<file path="config.mk">
export PLATFORM = sky130hd
export DESIGN_NAME = mcoag_top
export DESIGN_NICKNAME = d
export VERILOG_FILES = /design/src/mcoag_pkg.sv /design/src/mcoag_mult.sv /design/src/mcoag_top.sv
export SDC_FILE = /design/constraint.sdc
export NUM_CORES = 2
export LEC_CHECK = 0
export BUFFER_PORTS_ARGS = -buffer_cell sky130_fd_sc_hd__buf_2
export CORE_MARGIN = 5
export CORE_UTILIZATION = 50
export CTS_CLUSTER_SIZE = 14
export DETAILED_ROUTE_END_ITERATION = 7
export PLACE_DENSITY = 0.71
export SYNTH_ARGS = -nofsm -noshare
export SYNTH_HDL_FRONTEND = slang
export SYNTH_SLANG_ARGS = --single-unit
</file>
<file path="constraint.sdc">
create_clock -name core_clk -period 7 [get_ports core_clk]
set_input_delay 1.05 -clock core_clk [delete_from_list [all_inputs] [get_ports core_clk]]
set_output_delay 1.05 -clock core_clk [all_outputs]
set_load 0.05 [all_outputs]
</file>
<file path="src/mcoag_pkg.sv">
// Purpose: shared types and constants for the mac operand address and multiplier front end
// Assumes: 16-bit words, byte addresses, even word pointers
// Notes:   index pointers and offsets are loaded by the core; other controls arrive with each instruction or on fractional_shift_bit
package mcoag_pkg;

  localparam int unsigned WORD_W     = 16;
  localparam int unsigned PROD_W     = 32;
  localparam int unsigned EXT_W      = 40;
  localparam int unsigned GPR_NUM    = 16;
  localparam int unsigned GPR_IDX_W  = 4;

  localparam logic [15:0] PTR_STEP      = 16'h0002;
  localparam logic [15:0] RESET_WORD    = 16'h0000;
  localparam logic [15:0] DPRAM_BASE    = 16'hfa00;
  localparam logic [15:0] DPRAM_LAST    = 16'hfdff;
  localparam int unsigned EXEC_CYCLES   = 2;
  localparam logic [1:0]  EXEC_CNT_LAST = 2'(EXEC_CYCLES - 1);

  // pointer post-modification modes
  typedef enum logic [2:0] {
    MCOAG_PM_NONE = 3'b000,
    MCOAG_PM_INC  = 3'b001,
    MCOAG_PM_DEC  = 3'b010,
    MCOAG_PM_ADDQ = 3'b011,
    MCOAG_PM_SUBQ = 3'b100
  } mcoag_pmod_t;

  typedef enum logic [1:0] {
    MCOAG_OP_MAC  = 2'b00,
    MCOAG_OP_MACM = 2'b01,
    MCOAG_OP_MOV  = 2'b10,
    MCOAG_OP_STORE = 2'b11
  } mcoag_op_t;

  // one coprocessor instruction as handed over by the cpu core
  typedef struct packed {
    mcoag_op_t             op;
    logic                  dbl_indirect;
    logic [GPR_IDX_W-1:0]  gpr_sel;
    mcoag_pmod_t           gpr_mod;
    logic                  gpr_q_sel;
    logic                  idx_sel;
    mcoag_pmod_t           idx_mod;
    logic                  idx_q_sel;
    logic                  a_signed;
    logic                  b_signed;
  } mcoag_instr_t;

  // pointer and offset file seen by the address unit
  typedef struct packed {
    logic [15:0] index_pointer_a;
    logic [15:0] index_pointer_b;
    logic [15:0] index_offset_a;
    logic [15:0] index_offset_b;
    logic [15:0] gpr_offset_a;
    logic [15:0] gpr_offset_b;
  } mcoag_ptrs_t;

  typedef struct packed {
    logic        valid;
    logic [15:0] addr;
    logic [15:0] data;
  } mcoag_wr_t;

  function automatic logic [15:0] mcoag_post_mod(input logic [15:0] p,
                                                 input mcoag_pmod_t m,
                                                 input logic [15:0] q);
    case (m)
      MCOAG_PM_INC:  mcoag_post_mod = p + PTR_STEP;
      MCOAG_PM_DEC:  mcoag_post_mod = p - PTR_STEP;
      MCOAG_PM_ADDQ: mcoag_post_mod = p + q;
      MCOAG_PM_SUBQ: mcoag_post_mod = p - q;
      default:       mcoag_post_mod = p;
    endcase
  endfunction

  // inverse operation applied to the already modified pointer
  function automatic logic [15:0] mcoag_inverse_mod(input logic [15:0] p,
                                                    input mcoag_pmod_t m,
                                                    input logic [15:0] q);
    case (m)
      MCOAG_PM_INC:  mcoag_inverse_mod = p - PTR_STEP;
      MCOAG_PM_DEC:  mcoag_inverse_mod = p + PTR_STEP;
      MCOAG_PM_ADDQ: mcoag_inverse_mod = p - q;
      MCOAG_PM_SUBQ: mcoag_inverse_mod = p + q;
      default:       mcoag_inverse_mod = p;
    endcase
  endfunction

  function automatic logic in_dpram(input logic [15:0] a);
    in_dpram = (a >= DPRAM_BASE) && (a <= DPRAM_LAST);
  endfunction

endpackage

</file>
<file path="src/mcoag_mult.sv">
// Purpose: 16x16 signed/unsigned multiplier with one-bit fractional scaler
// Assumes: operands registered by the caller
// Notes:   one register stage; result is sign-extended to the accumulator width
`timescale 1ns/100ps
`default_nettype none
module mcoag_mult
  import mcoag_pkg::*;
(
  input  wire logic                  core_clk,
  input  wire logic                  rst,
  input  wire logic [WORD_W-1:0]     op_a,
  input  wire logic [WORD_W-1:0]     op_b,
  input  wire logic                  a_signed,
  input  wire logic                  b_signed,
  input  wire logic                  fractional_shift_bit,
  output logic      [EXT_W-1:0]      product_r
);
  logic signed [16:0] a_ext;
  logic signed [16:0] b_ext;
  logic signed [33:0] full;
  logic        [EXT_W-1:0] ext;

  always_comb begin
    a_ext = {a_signed & op_a[15], op_a};
    b_ext = {b_signed & op_b[15], op_b};
    full  = a_ext * b_ext;
    // sign extension keeps the unsigned*unsigned case positive via the 34-bit product
    ext   = {{(EXT_W-33){full[32]}}, full[32:0]};
  end

  always_ff @(posedge core_clk) begin
    if (rst) begin
      product_r <= '0;
    end else if (fractional_shift_bit) begin
      product_r <= {ext[EXT_W-2:0], 1'b0}; // [RQ18]
    end else begin
      product_r <= ext; // [RQ16]
    end
  end
endmodule
`default_nettype wire

</file>
<file path="src/mcoag_top.sv">
// Purpose: operand address generation, parallel move addressing, pipeline timing, multiplier
// Assumes: cpu core supplies gpr values, memory read data and accepts write requests
// Notes:   four stages fetch/decode/execute/writeback, two-cycle execute
// What this block does
// [RQ1] two pointers: any gpr plus index pointer
// [RQ2] separate offset pairs for gpr and index
// [RQ3] gpr pointer addresses whole memory space
// [RQ4] index addresses limited to dual-port ram; the range flag exempts mov
// [RQ5] five post-modify modes, sixteen gpr pointers
// [RQ6] parallel move only for mac-with-move, double-indirect
// [RQ7] index operand copied during arithmetic
// [RQ8] write-back address inverts index post-modification
// [RQ9] all four stages; fetch takes double word
// [RQ10] decode computes addresses, fetches, post-modifies
// [RQ11] execute computes; gpr pointer written back there
// [RQ12] write-back stage stores moved operand
// [RQ13] software spaces coprocessor register reads
// [RQ14] store instruction reads registers without gap
// [RQ15] every operation takes two execute cycles
// [RQ16] 16x16 product, signed/unsigned, int/fraction
// [RQ17] multiplier fed from both operand buses
// [RQ18] scaler shifts product left when fractional
// [RQ19] fractional operands are 1.15 format
// [RQ20] write-back uses post-modified pointer, same offset
`timescale 1ns/100ps
`default_nettype none
module mcoag_top
  import mcoag_pkg::*;
(
  input  wire logic                      core_clk,
  input  wire logic                      rst,
  input  wire logic                      fetch_word_valid,
  input  wire logic [WORD_W-1:0]         fetch_word,
  input  wire mcoag_pkg::mcoag_instr_t   instr_in,
  input  wire logic [WORD_W-1:0]         gpr_value,
  input  wire logic [WORD_W-1:0]         operand_bus_a,
  input  wire logic [WORD_W-1:0]         operand_bus_b,
  input  wire logic                      fractional_shift_bit,
  input  wire logic                      ptr_load,
  input  wire mcoag_pkg::mcoag_ptrs_t    ptr_load_val,
  output logic                           instr_ready_r,
  output logic [GPR_IDX_W-1:0]           gpr_rd_sel_r,
  output logic [WORD_W-1:0]              addr_a_r,
  output logic [WORD_W-1:0]              addr_b_r,
  output logic                           addr_valid_r,
  output logic                           idx_range_err_r,
  output logic                           gpr_wr_en_r,
  output logic [GPR_IDX_W-1:0]           gpr_wr_sel_r,
  output logic [WORD_W-1:0]              gpr_wr_val_r,
  output mcoag_pkg::mcoag_wr_t           move_wr_r,
  output logic [EXT_W-1:0]               product_r,
  output logic                           exec_done_r,
  output logic                           store_ok_r,
  output mcoag_pkg::mcoag_ptrs_t         ptrs_r
);
  import mcoag_pkg::*;

  typedef enum logic [1:0] {
    MCOAG_F_IDLE  = 2'b00,
    MCOAG_F_WORD1 = 2'b01,
    MCOAG_F_WORD2 = 2'b10
  } mcoag_fetch_t;

  mcoag_fetch_t  fetch_r;
  mcoag_fetch_t  fetch_nxt;
  mcoag_instr_t  dec_instr_r;
  logic          dec_valid_r;
  mcoag_instr_t  ex_instr_r;
  logic          ex_valid_r;
  logic [1:0]    ex_cnt_r;
  logic [15:0]   ex_gpr_new_r;
  logic [15:0]   ex_idx_new_r;
  logic [15:0]   ex_move_data_r;
  logic          ex_move_r;
  logic [15:0]   ex_idx_q_r;
  logic [WORD_W-1:0] mul_a_r;
  logic [WORD_W-1:0] mul_b_r;
  logic          ex_signa_r;
  logic          ex_signb_r;
  logic          ex_stall;
  logic          dec_take;
  logic          ex_last;

  logic [15:0]   idx_ptr;
  logic [15:0]   idx_q;
  logic [15:0]   gpr_q;
  logic [15:0]   gpr_new;
  logic [15:0]   idx_new;
  logic          move_en;
  logic          long_reach;

  assign ex_last  = ex_valid_r && (ex_cnt_r == EXEC_CNT_LAST);
  assign ex_stall = ex_valid_r && !ex_last;
  assign dec_take = dec_valid_r && !ex_stall;

  // fetch: every coprocessor instruction is taken as two words
  always_comb begin
    fetch_nxt = fetch_r;
    case (fetch_r)
      MCOAG_F_IDLE:  fetch_nxt = MCOAG_F_WORD1;
      MCOAG_F_WORD1: if (fetch_word_valid && !ex_stall) fetch_nxt = MCOAG_F_WORD2; // [RQ9]
      MCOAG_F_WORD2: if (fetch_word_valid) fetch_nxt = MCOAG_F_WORD1; // [RQ9]
      default:       fetch_nxt = MCOAG_F_IDLE;
    endcase
  end

  always_ff @(posedge core_clk) begin
    if (rst) begin
      fetch_r       <= MCOAG_F_IDLE;
      instr_ready_r <= 1'b0;
    end else begin
      fetch_r       <= fetch_nxt;
      instr_ready_r <= (fetch_nxt == MCOAG_F_WORD1);
    end
  end

  // second word completes the instruction and moves it into decode
  always_ff @(posedge core_clk) begin
    if (rst) begin
      dec_valid_r <= 1'b0;
      dec_instr_r <= '0;
    end else if (fetch_r == MCOAG_F_WORD2 && fetch_word_valid) begin
      dec_valid_r <= 1'b1; // [RQ9]
      dec_instr_r <= instr_in;
    end else if (dec_take) begin
      dec_valid_r <= 1'b0;
    end
  end

  // decode: address calculation and post-modification
  always_comb begin
    idx_ptr = dec_instr_r.idx_sel ? ptrs_r.index_pointer_b : ptrs_r.index_pointer_a; // [RQ1]
    idx_q   = dec_instr_r.idx_q_sel ? ptrs_r.index_offset_b : ptrs_r.index_offset_a; // [RQ2]
    gpr_q   = dec_instr_r.gpr_q_sel ? ptrs_r.gpr_offset_b : ptrs_r.gpr_offset_a; // [RQ2]
    gpr_new = mcoag_post_mod(gpr_value, dec_instr_r.gpr_mod, gpr_q); // [RQ5]
    idx_new = mcoag_post_mod(idx_ptr, dec_instr_r.idx_mod, idx_q); // [RQ5]
    move_en = (dec_instr_r.op == MCOAG_OP_MACM) && dec_instr_r.dbl_indirect; // [RQ6]
    long_reach = (dec_instr_r.op == MCOAG_OP_MOV); // [RQ4]
  end

  always_ff @(posedge core_clk) begin
    if (rst) begin
      gpr_rd_sel_r <= '0;
    end else begin
      gpr_rd_sel_r <= instr_in.gpr_sel; // [RQ5]
    end
  end

  always_ff @(posedge core_clk) begin
    if (rst) begin
      addr_a_r        <= RESET_WORD;
      addr_b_r        <= RESET_WORD;
      addr_valid_r    <= 1'b0;
      idx_range_err_r <= 1'b0;
    end else begin
      addr_valid_r    <= dec_take && dec_instr_r.dbl_indirect; // [RQ10]
      idx_range_err_r <= 1'b0;
      if (dec_take && dec_instr_r.dbl_indirect) begin
        addr_a_r <= gpr_value; // [RQ3]
        addr_b_r <= idx_ptr; // [RQ10]
        // out-of-ram index access is flagged except for mov, the core suppresses it
        idx_range_err_r <= !long_reach && !in_dpram(idx_ptr); // [RQ4]
      end
    end
  end

  // execute stage registers
  always_ff @(posedge core_clk) begin
    if (rst) begin
      ex_valid_r     <= 1'b0;
      ex_instr_r     <= '0;
      ex_cnt_r       <= '0;
      ex_gpr_new_r   <= RESET_WORD;
      ex_idx_new_r   <= RESET_WORD;
      ex_move_r      <= 1'b0;
      ex_idx_q_r     <= RESET_WORD;
    end else if (dec_take) begin
      ex_valid_r     <= 1'b1;
      ex_instr_r     <= dec_instr_r;
      ex_cnt_r       <= '0;
      ex_gpr_new_r   <= gpr_new;
      ex_idx_new_r   <= idx_new;
      ex_move_r      <= move_en; // [RQ6]
      ex_idx_q_r     <= idx_q; // [RQ20]
    end else if (ex_stall) begin
      ex_cnt_r       <= ex_cnt_r + 2'h1; // [RQ15]
    end else begin
      ex_valid_r     <= 1'b0;
    end
  end

  // operand buses sampled as the instruction enters execute
  always_ff @(posedge core_clk) begin
    if (rst) begin
      mul_a_r        <= '0;
      mul_b_r        <= '0;
      ex_signa_r     <= 1'b0;
      ex_signb_r     <= 1'b0;
      ex_move_data_r <= RESET_WORD;
    end else if (dec_take) begin
      mul_a_r        <= operand_bus_a; // [RQ17]
      mul_b_r        <= operand_bus_b; // [RQ17]
      ex_signa_r     <= dec_instr_r.a_signed;
      ex_signb_r     <= dec_instr_r.b_signed;
      ex_move_data_r <= operand_bus_b; // [RQ7]
    end
  end

  // fractional form (1.15) is the signed product shifted by the scaler
  mcoag_mult u_mult (
    .core_clk             (core_clk),
    .rst                  (rst),
    .op_a                 (mul_a_r),
    .op_b                 (mul_b_r),
    .a_signed             (ex_signa_r),
    .b_signed             (ex_signb_r),
    .fractional_shift_bit (fractional_shift_bit), // [RQ19]
    .product_r            (product_r)
  );

  always_ff @(posedge core_clk) begin
    if (rst) begin
      exec_done_r <= 1'b0;
      store_ok_r  <= 1'b0;
    end else begin
      exec_done_r <= ex_last; // [RQ15]
      // store may read coprocessor registers the cycle after completion
      store_ok_r  <= ex_last || !ex_valid_r; // [RQ14]
    end
  end

  // gpr pointer written back inside execute
  always_ff @(posedge core_clk) begin
    if (rst) begin
      gpr_wr_en_r  <= 1'b0;
      gpr_wr_sel_r <= '0;
      gpr_wr_val_r <= RESET_WORD;
    end else begin
      gpr_wr_en_r  <= ex_valid_r && (ex_cnt_r == 2'h0) &&
                      ex_instr_r.dbl_indirect && (ex_instr_r.gpr_mod != MCOAG_PM_NONE); // [RQ11]
      gpr_wr_sel_r <= ex_instr_r.gpr_sel;
      gpr_wr_val_r <= ex_gpr_new_r;
    end
  end

  // index pointers and offsets; core load wins over post-modification
  always_ff @(posedge core_clk) begin
    if (rst) begin
      ptrs_r <= '0;
    end else if (ptr_load) begin
      ptrs_r <= ptr_load_val;
    end else if (dec_take && dec_instr_r.dbl_indirect) begin
      if (dec_instr_r.idx_sel) begin
        ptrs_r.index_pointer_b <= idx_new; // [RQ10]
      end else begin
        ptrs_r.index_pointer_a <= idx_new; // [RQ10]
      end
    end
  end

  // write-back stage: moved operand goes to the inverse-modified address
  always_ff @(posedge core_clk) begin
    if (rst) begin
      move_wr_r <= '0;
    end else begin
      move_wr_r.valid <= ex_last && ex_move_r; // [RQ12]
      move_wr_r.addr  <= mcoag_inverse_mod(ex_idx_new_r, ex_instr_r.idx_mod, ex_idx_q_r); // [RQ8] [RQ20]
      move_wr_r.data  <= ex_move_data_r; // [RQ7]
    end
  end

endmodule
`default_nettype wire

</file>
==> flow_metrics.py <==
metrics = {
    "critical_path": {
        "timing_worst_setup_path_type": "reg -> reg",
        "worst-endpoint-required_ps": 7450,
        "critical-path-top-cell-by-count": "sky130_fd_sc_hd__fa_1",
        "startpoint_type": "flip-flop",
        "worst_setup_path_end_kind": "flip-flop",
        "reg2reg_depth": 20,
        "arrival_ps": 7160,
        "cp_slowest_cell": "sky130_fd_sc_hd__dfxtp_1",
        "crit_path_max_fanout": 13,
        "critical-path-max-stage-delay_ps": 730,
        "crit_chain": "nand2_1 > fa_1 > fa_1 > fa_1 > inv_1 > fa_1 > fa_1 > inv_1 > fa_1 > inv_1 > ha_1 > and2_1 > o2111ai_1 > a31o_1 > a21oi_1 > o21ai_1 > a21o_1 > and3_1 > or4_1 > o311ai_1",
    },
    "placed_design": {
        "post_dp_cell_area_sq_mm": 0.0312,
        "hpwlAfterDp_um": 66300,
        "portBuffers": 397,
        "gpl_wtd_cong": 0.968,
    },
    "cells_and_area": {
        "finalNetCount": 4331,
        "mostFrequentLayoutCells": "436 x sky130_fd_sc_hd__nand2_1, 395 x sky130_fd_sc_hd__buf_2, 354 x sky130_fd_sc_hd__inv_1",
        "ff_latch_area_sq_mm": 0.00687,
        "design_area_sq_mm": 0.0326,
        "flow.area_growth_from_synthesis_pct": 13.8,
        "multi_input_comb_area_sq_mm": 0.0197,
        "mostFrequentLayoutCell": "sky130_fd_sc_hd__nand2_1",
        "fin_util": 0.577,
        "drive_above_1_share": 0.147,
        "fillCellCount": 5166,
    },
    "timing": {
        "report.final.slew_viol_count": 0,
        "hold_violations": 0,
        "period_needed_ps": 6710,
        "worst_pin_slew_ps": 1130,
        "fin_hold_ws_ps": 449,
        "finClkSkew_ps": 59.2,
        "grt_setup_unrepaired": "no",
        "tns_ps": 0,
        "post-route-period-util": 0.958,
        "setup_viol_count_final": 0,
        "slew-limit-headroom": 0.246,
        "fmaxAchievable_ghz": 0.149,
    },
    "min_path": {
        "timing.hold.worst_path_depth": 2,
        "worst_hold_path_type": "reg -> reg",
    },
    "detailed_routing": {
        "detailed_router_iteration_count_before_antenna_repair": 5,
        "num_vias": 24700,
        "drc": 0,
        "wl_per_cell_um": 19.3,
        "route.antenna.remaining_nets": 0,
        "detail_route.vias_per_cell": 5.53,
        "drt-initial-drc-count": 1888,
        "postRouteWirelength_um": 86200,
    },
    "clock_network": {
        "cts_num_sinks": 343,
        "clock-root-buffer": "sky130_fd_sc_hd__clkbuf_16",
        "cts_buffers": 41,
        "cts_max_path_buffers": 3,
        "number_of_levels_in_the_clock_h_tree": 2,
        "clk-insertion-delay-late_ps": 590,
        "tritoncts": "done",
        "path_clk_slew_ps": 70,
    },
    "pwr": {
        "power.density_mw_per_mm2": 156,
        "maximum_vdd_ir_drop_v": 0.000173,
        "power_leakage_nw": 15.7,
    },
    "die": {
        "core_region_area_sq_mm": 0.0565,
        "floorplan.initialDensity": 0.506,
        "die_width_um": 249,
        "die-area_sq_mm": 0.0621,
        "rows": 87,
        "dieHeight_um": 249,
        "ioPinCount": 414,
    },
    "synthesis": {
        "synth-edff-count": 0,
        "synth-async-reset-ratio": 0,
        "postSynthNetCount": 4024,
        "post_synth_instance_area_sq_mm": 0.0286,
        "post_synth_main_area_contributors": "sky130_fd_sc_hd__dfxtp_1 24%, sky130_fd_sc_hd__fa_1 21%, sky130_fd_sc_hd__ha_1 7.5%, sky130_fd_sc_hd__nand2_1 5.7%, sky130_fd_sc_hd__inv_1 4.6%",
        "synth_seq_cells": 343,
        "sequential_to_total_area_share_from_yosys_stat": 0.240,
        "synth_largest_type_area_fraction": 0.240,
        "synth.avg_cell_area_sq_um": 8.48,
        "synth_top_area_cell": "sky130_fd_sc_hd__dfxtp_1",
        "yosysUniqueCellTypes": 79,
        "ys.warnings.count": 0,
        "ys.flop_type": "sky130_fd_sc_hd__dfxtp_1",
        "postSynthCellCount": 3373,
    },
    "global_routing": {
        "number_of_global_route_vias_before_repair": 24100,
        "grt_pass1_wl_um": 135000,
        "antenna_found_initial": 9,
        "gr-usage-all-layers": 0.269,
        "grt_start_max_net_pins": 101,
        "global_route.overflow_total": 0,
    },
    "flow_run": {
        "max_cap_viol_count": 0,
    },
    "run_status": {
        "outcome": "completed",
    },
}
final cells by class:
cell class                 count  area share
clock inverter                16     0.00515
antenna                        6    0.000461
tap                          756      0.0290
sequential                   343       0.211
timing repair buffer         447      0.0729
multi-input combinational   2492       0.605
clock buffer                  57      0.0358
inverter                     355      0.0409
critical path, delay by kind of cell, from the launching register on:
family                   cells  cell delay [ps]
AO/OA/AOI/OAI                6             1250
adder cells (fa/ha/maj)      7             3350
flip-flops                   1              730
AND/OR/NAND/NOR              4             1050
buffers and inverters        3              160
cells by family (layout without fill, tap and decap cells):
logic type,Yosys count,in the layout,synth area share
adders and majority gates,468,468,0.282
xor gates and xnor gates,136,136,0.0419
and+or+nand+nor,1146,1146,0.183
muxes,135,135,0.0481
buffers and inverters,538,875,0.0717
other,0,6,0
DFF,343,343,0.240
AOI/OAI and AO/OA,607,607,0.133
synth_stat cells, types with 10 or more instances:
master                     count
sky130_fd_sc_hd__buf_1        13
sky130_fd_sc_hd__dfxtp_1     343
sky130_fd_sc_hd__a21oi_1     245
sky130_fd_sc_hd__o21ai_0      84
sky130_fd_sc_hd__a22oi_1      11
sky130_fd_sc_hd__nand3_1      37
sky130_fd_sc_hd__nand2b_1     19
sky130_fd_sc_hd__a221oi_1     19
sky130_fd_sc_hd__nor3_1       62
sky130_fd_sc_hd__nor2b_1      58
sky130_fd_sc_hd__xnor2_1      88
sky130_fd_sc_hd__or3_1        21
sky130_fd_sc_hd__xor2_1       47
sky130_fd_sc_hd__o21a_1       20
sky130_fd_sc_hd__ha_1        172
sky130_fd_sc_hd__and2_1      131
sky130_fd_sc_hd__and3_1       23
sky130_fd_sc_hd__or2_2        10
sky130_fd_sc_hd__mux2_2       10
sky130_fd_sc_hd__a211oi_1     65
sky130_fd_sc_hd__o21ai_1      15
sky130_fd_sc_hd__a21o_1       37
sky130_fd_sc_hd__nor2_1      304
sky130_fd_sc_hd__clkbuf_1    159
sky130_fd_sc_hd__fa_1        296
sky130_fd_sc_hd__nand2_1     437
sky130_fd_sc_hd__inv_1       354
sky130_fd_sc_hd__o31ai_1      12
sky130_fd_sc_hd__o22ai_1      14
sky130_fd_sc_hd__mux2i_1     123
registers in the layout, indices dropped and copies added (netlist names), 18 cells and up:
register          flops
u_mult.product_r     34
move_wr_r            33
ptrs_r               96
dec_instr_r          18
timing repair:
action                                  4_1_cts  5_1_grt
setup buffers                                 0        0
resized for setup                             0        1
endpoints found under the setup margin        0        1
hold buffers                                  0        0
metrics by stage:
stage	setup slack, ps	cells	total power, W
2_1_floorplan	975	3373	0.00274
5_1_grt	78.6	4469	0.00528
3_5_place_dp	310	4393	0.00299
3_3_place_gp	368	4393	0.00299
6_report	292	4472	0.00509
4_1_cts	260	4466	0.00511
worst paths after layout:
kind,startpoint,slack [ps],end
worst max-delay path,mul_b_r[3],290,u_mult.product_r[32]
worst min-delay path,dec_instr_r[1],450,ex_signa_r
worst max register to register,mul_b_r[3],290,u_mult.product_r[32]
worst min register to register,dec_instr_r[1],450,ex_signa_r
where the power goes:
group | leakage [nW] | internal [W] | total [W] | switching (W)
Clock | 0.652 | 0.00121 | 0.00212 | 0.000905
Combinational | 12.3 | 0.000329 | 0.000915 | 0.000586
Sequential | 2.79 | 0.00200 | 0.00205 | 0.0000532
Total | 15.7 | 0.00354 | 0.00509 | 0.00154
layer usage:
metal,vias up,track usage,share of wire
li1,11700,-,-
met1,11800,0.349,0.41
met2,985,0.441,0.46
met3,181,0.0600,0.084
met4,6,0.104,0.045
met5,-,0,0.00048
Note: power is estimated with default switching activity, not from simulation.
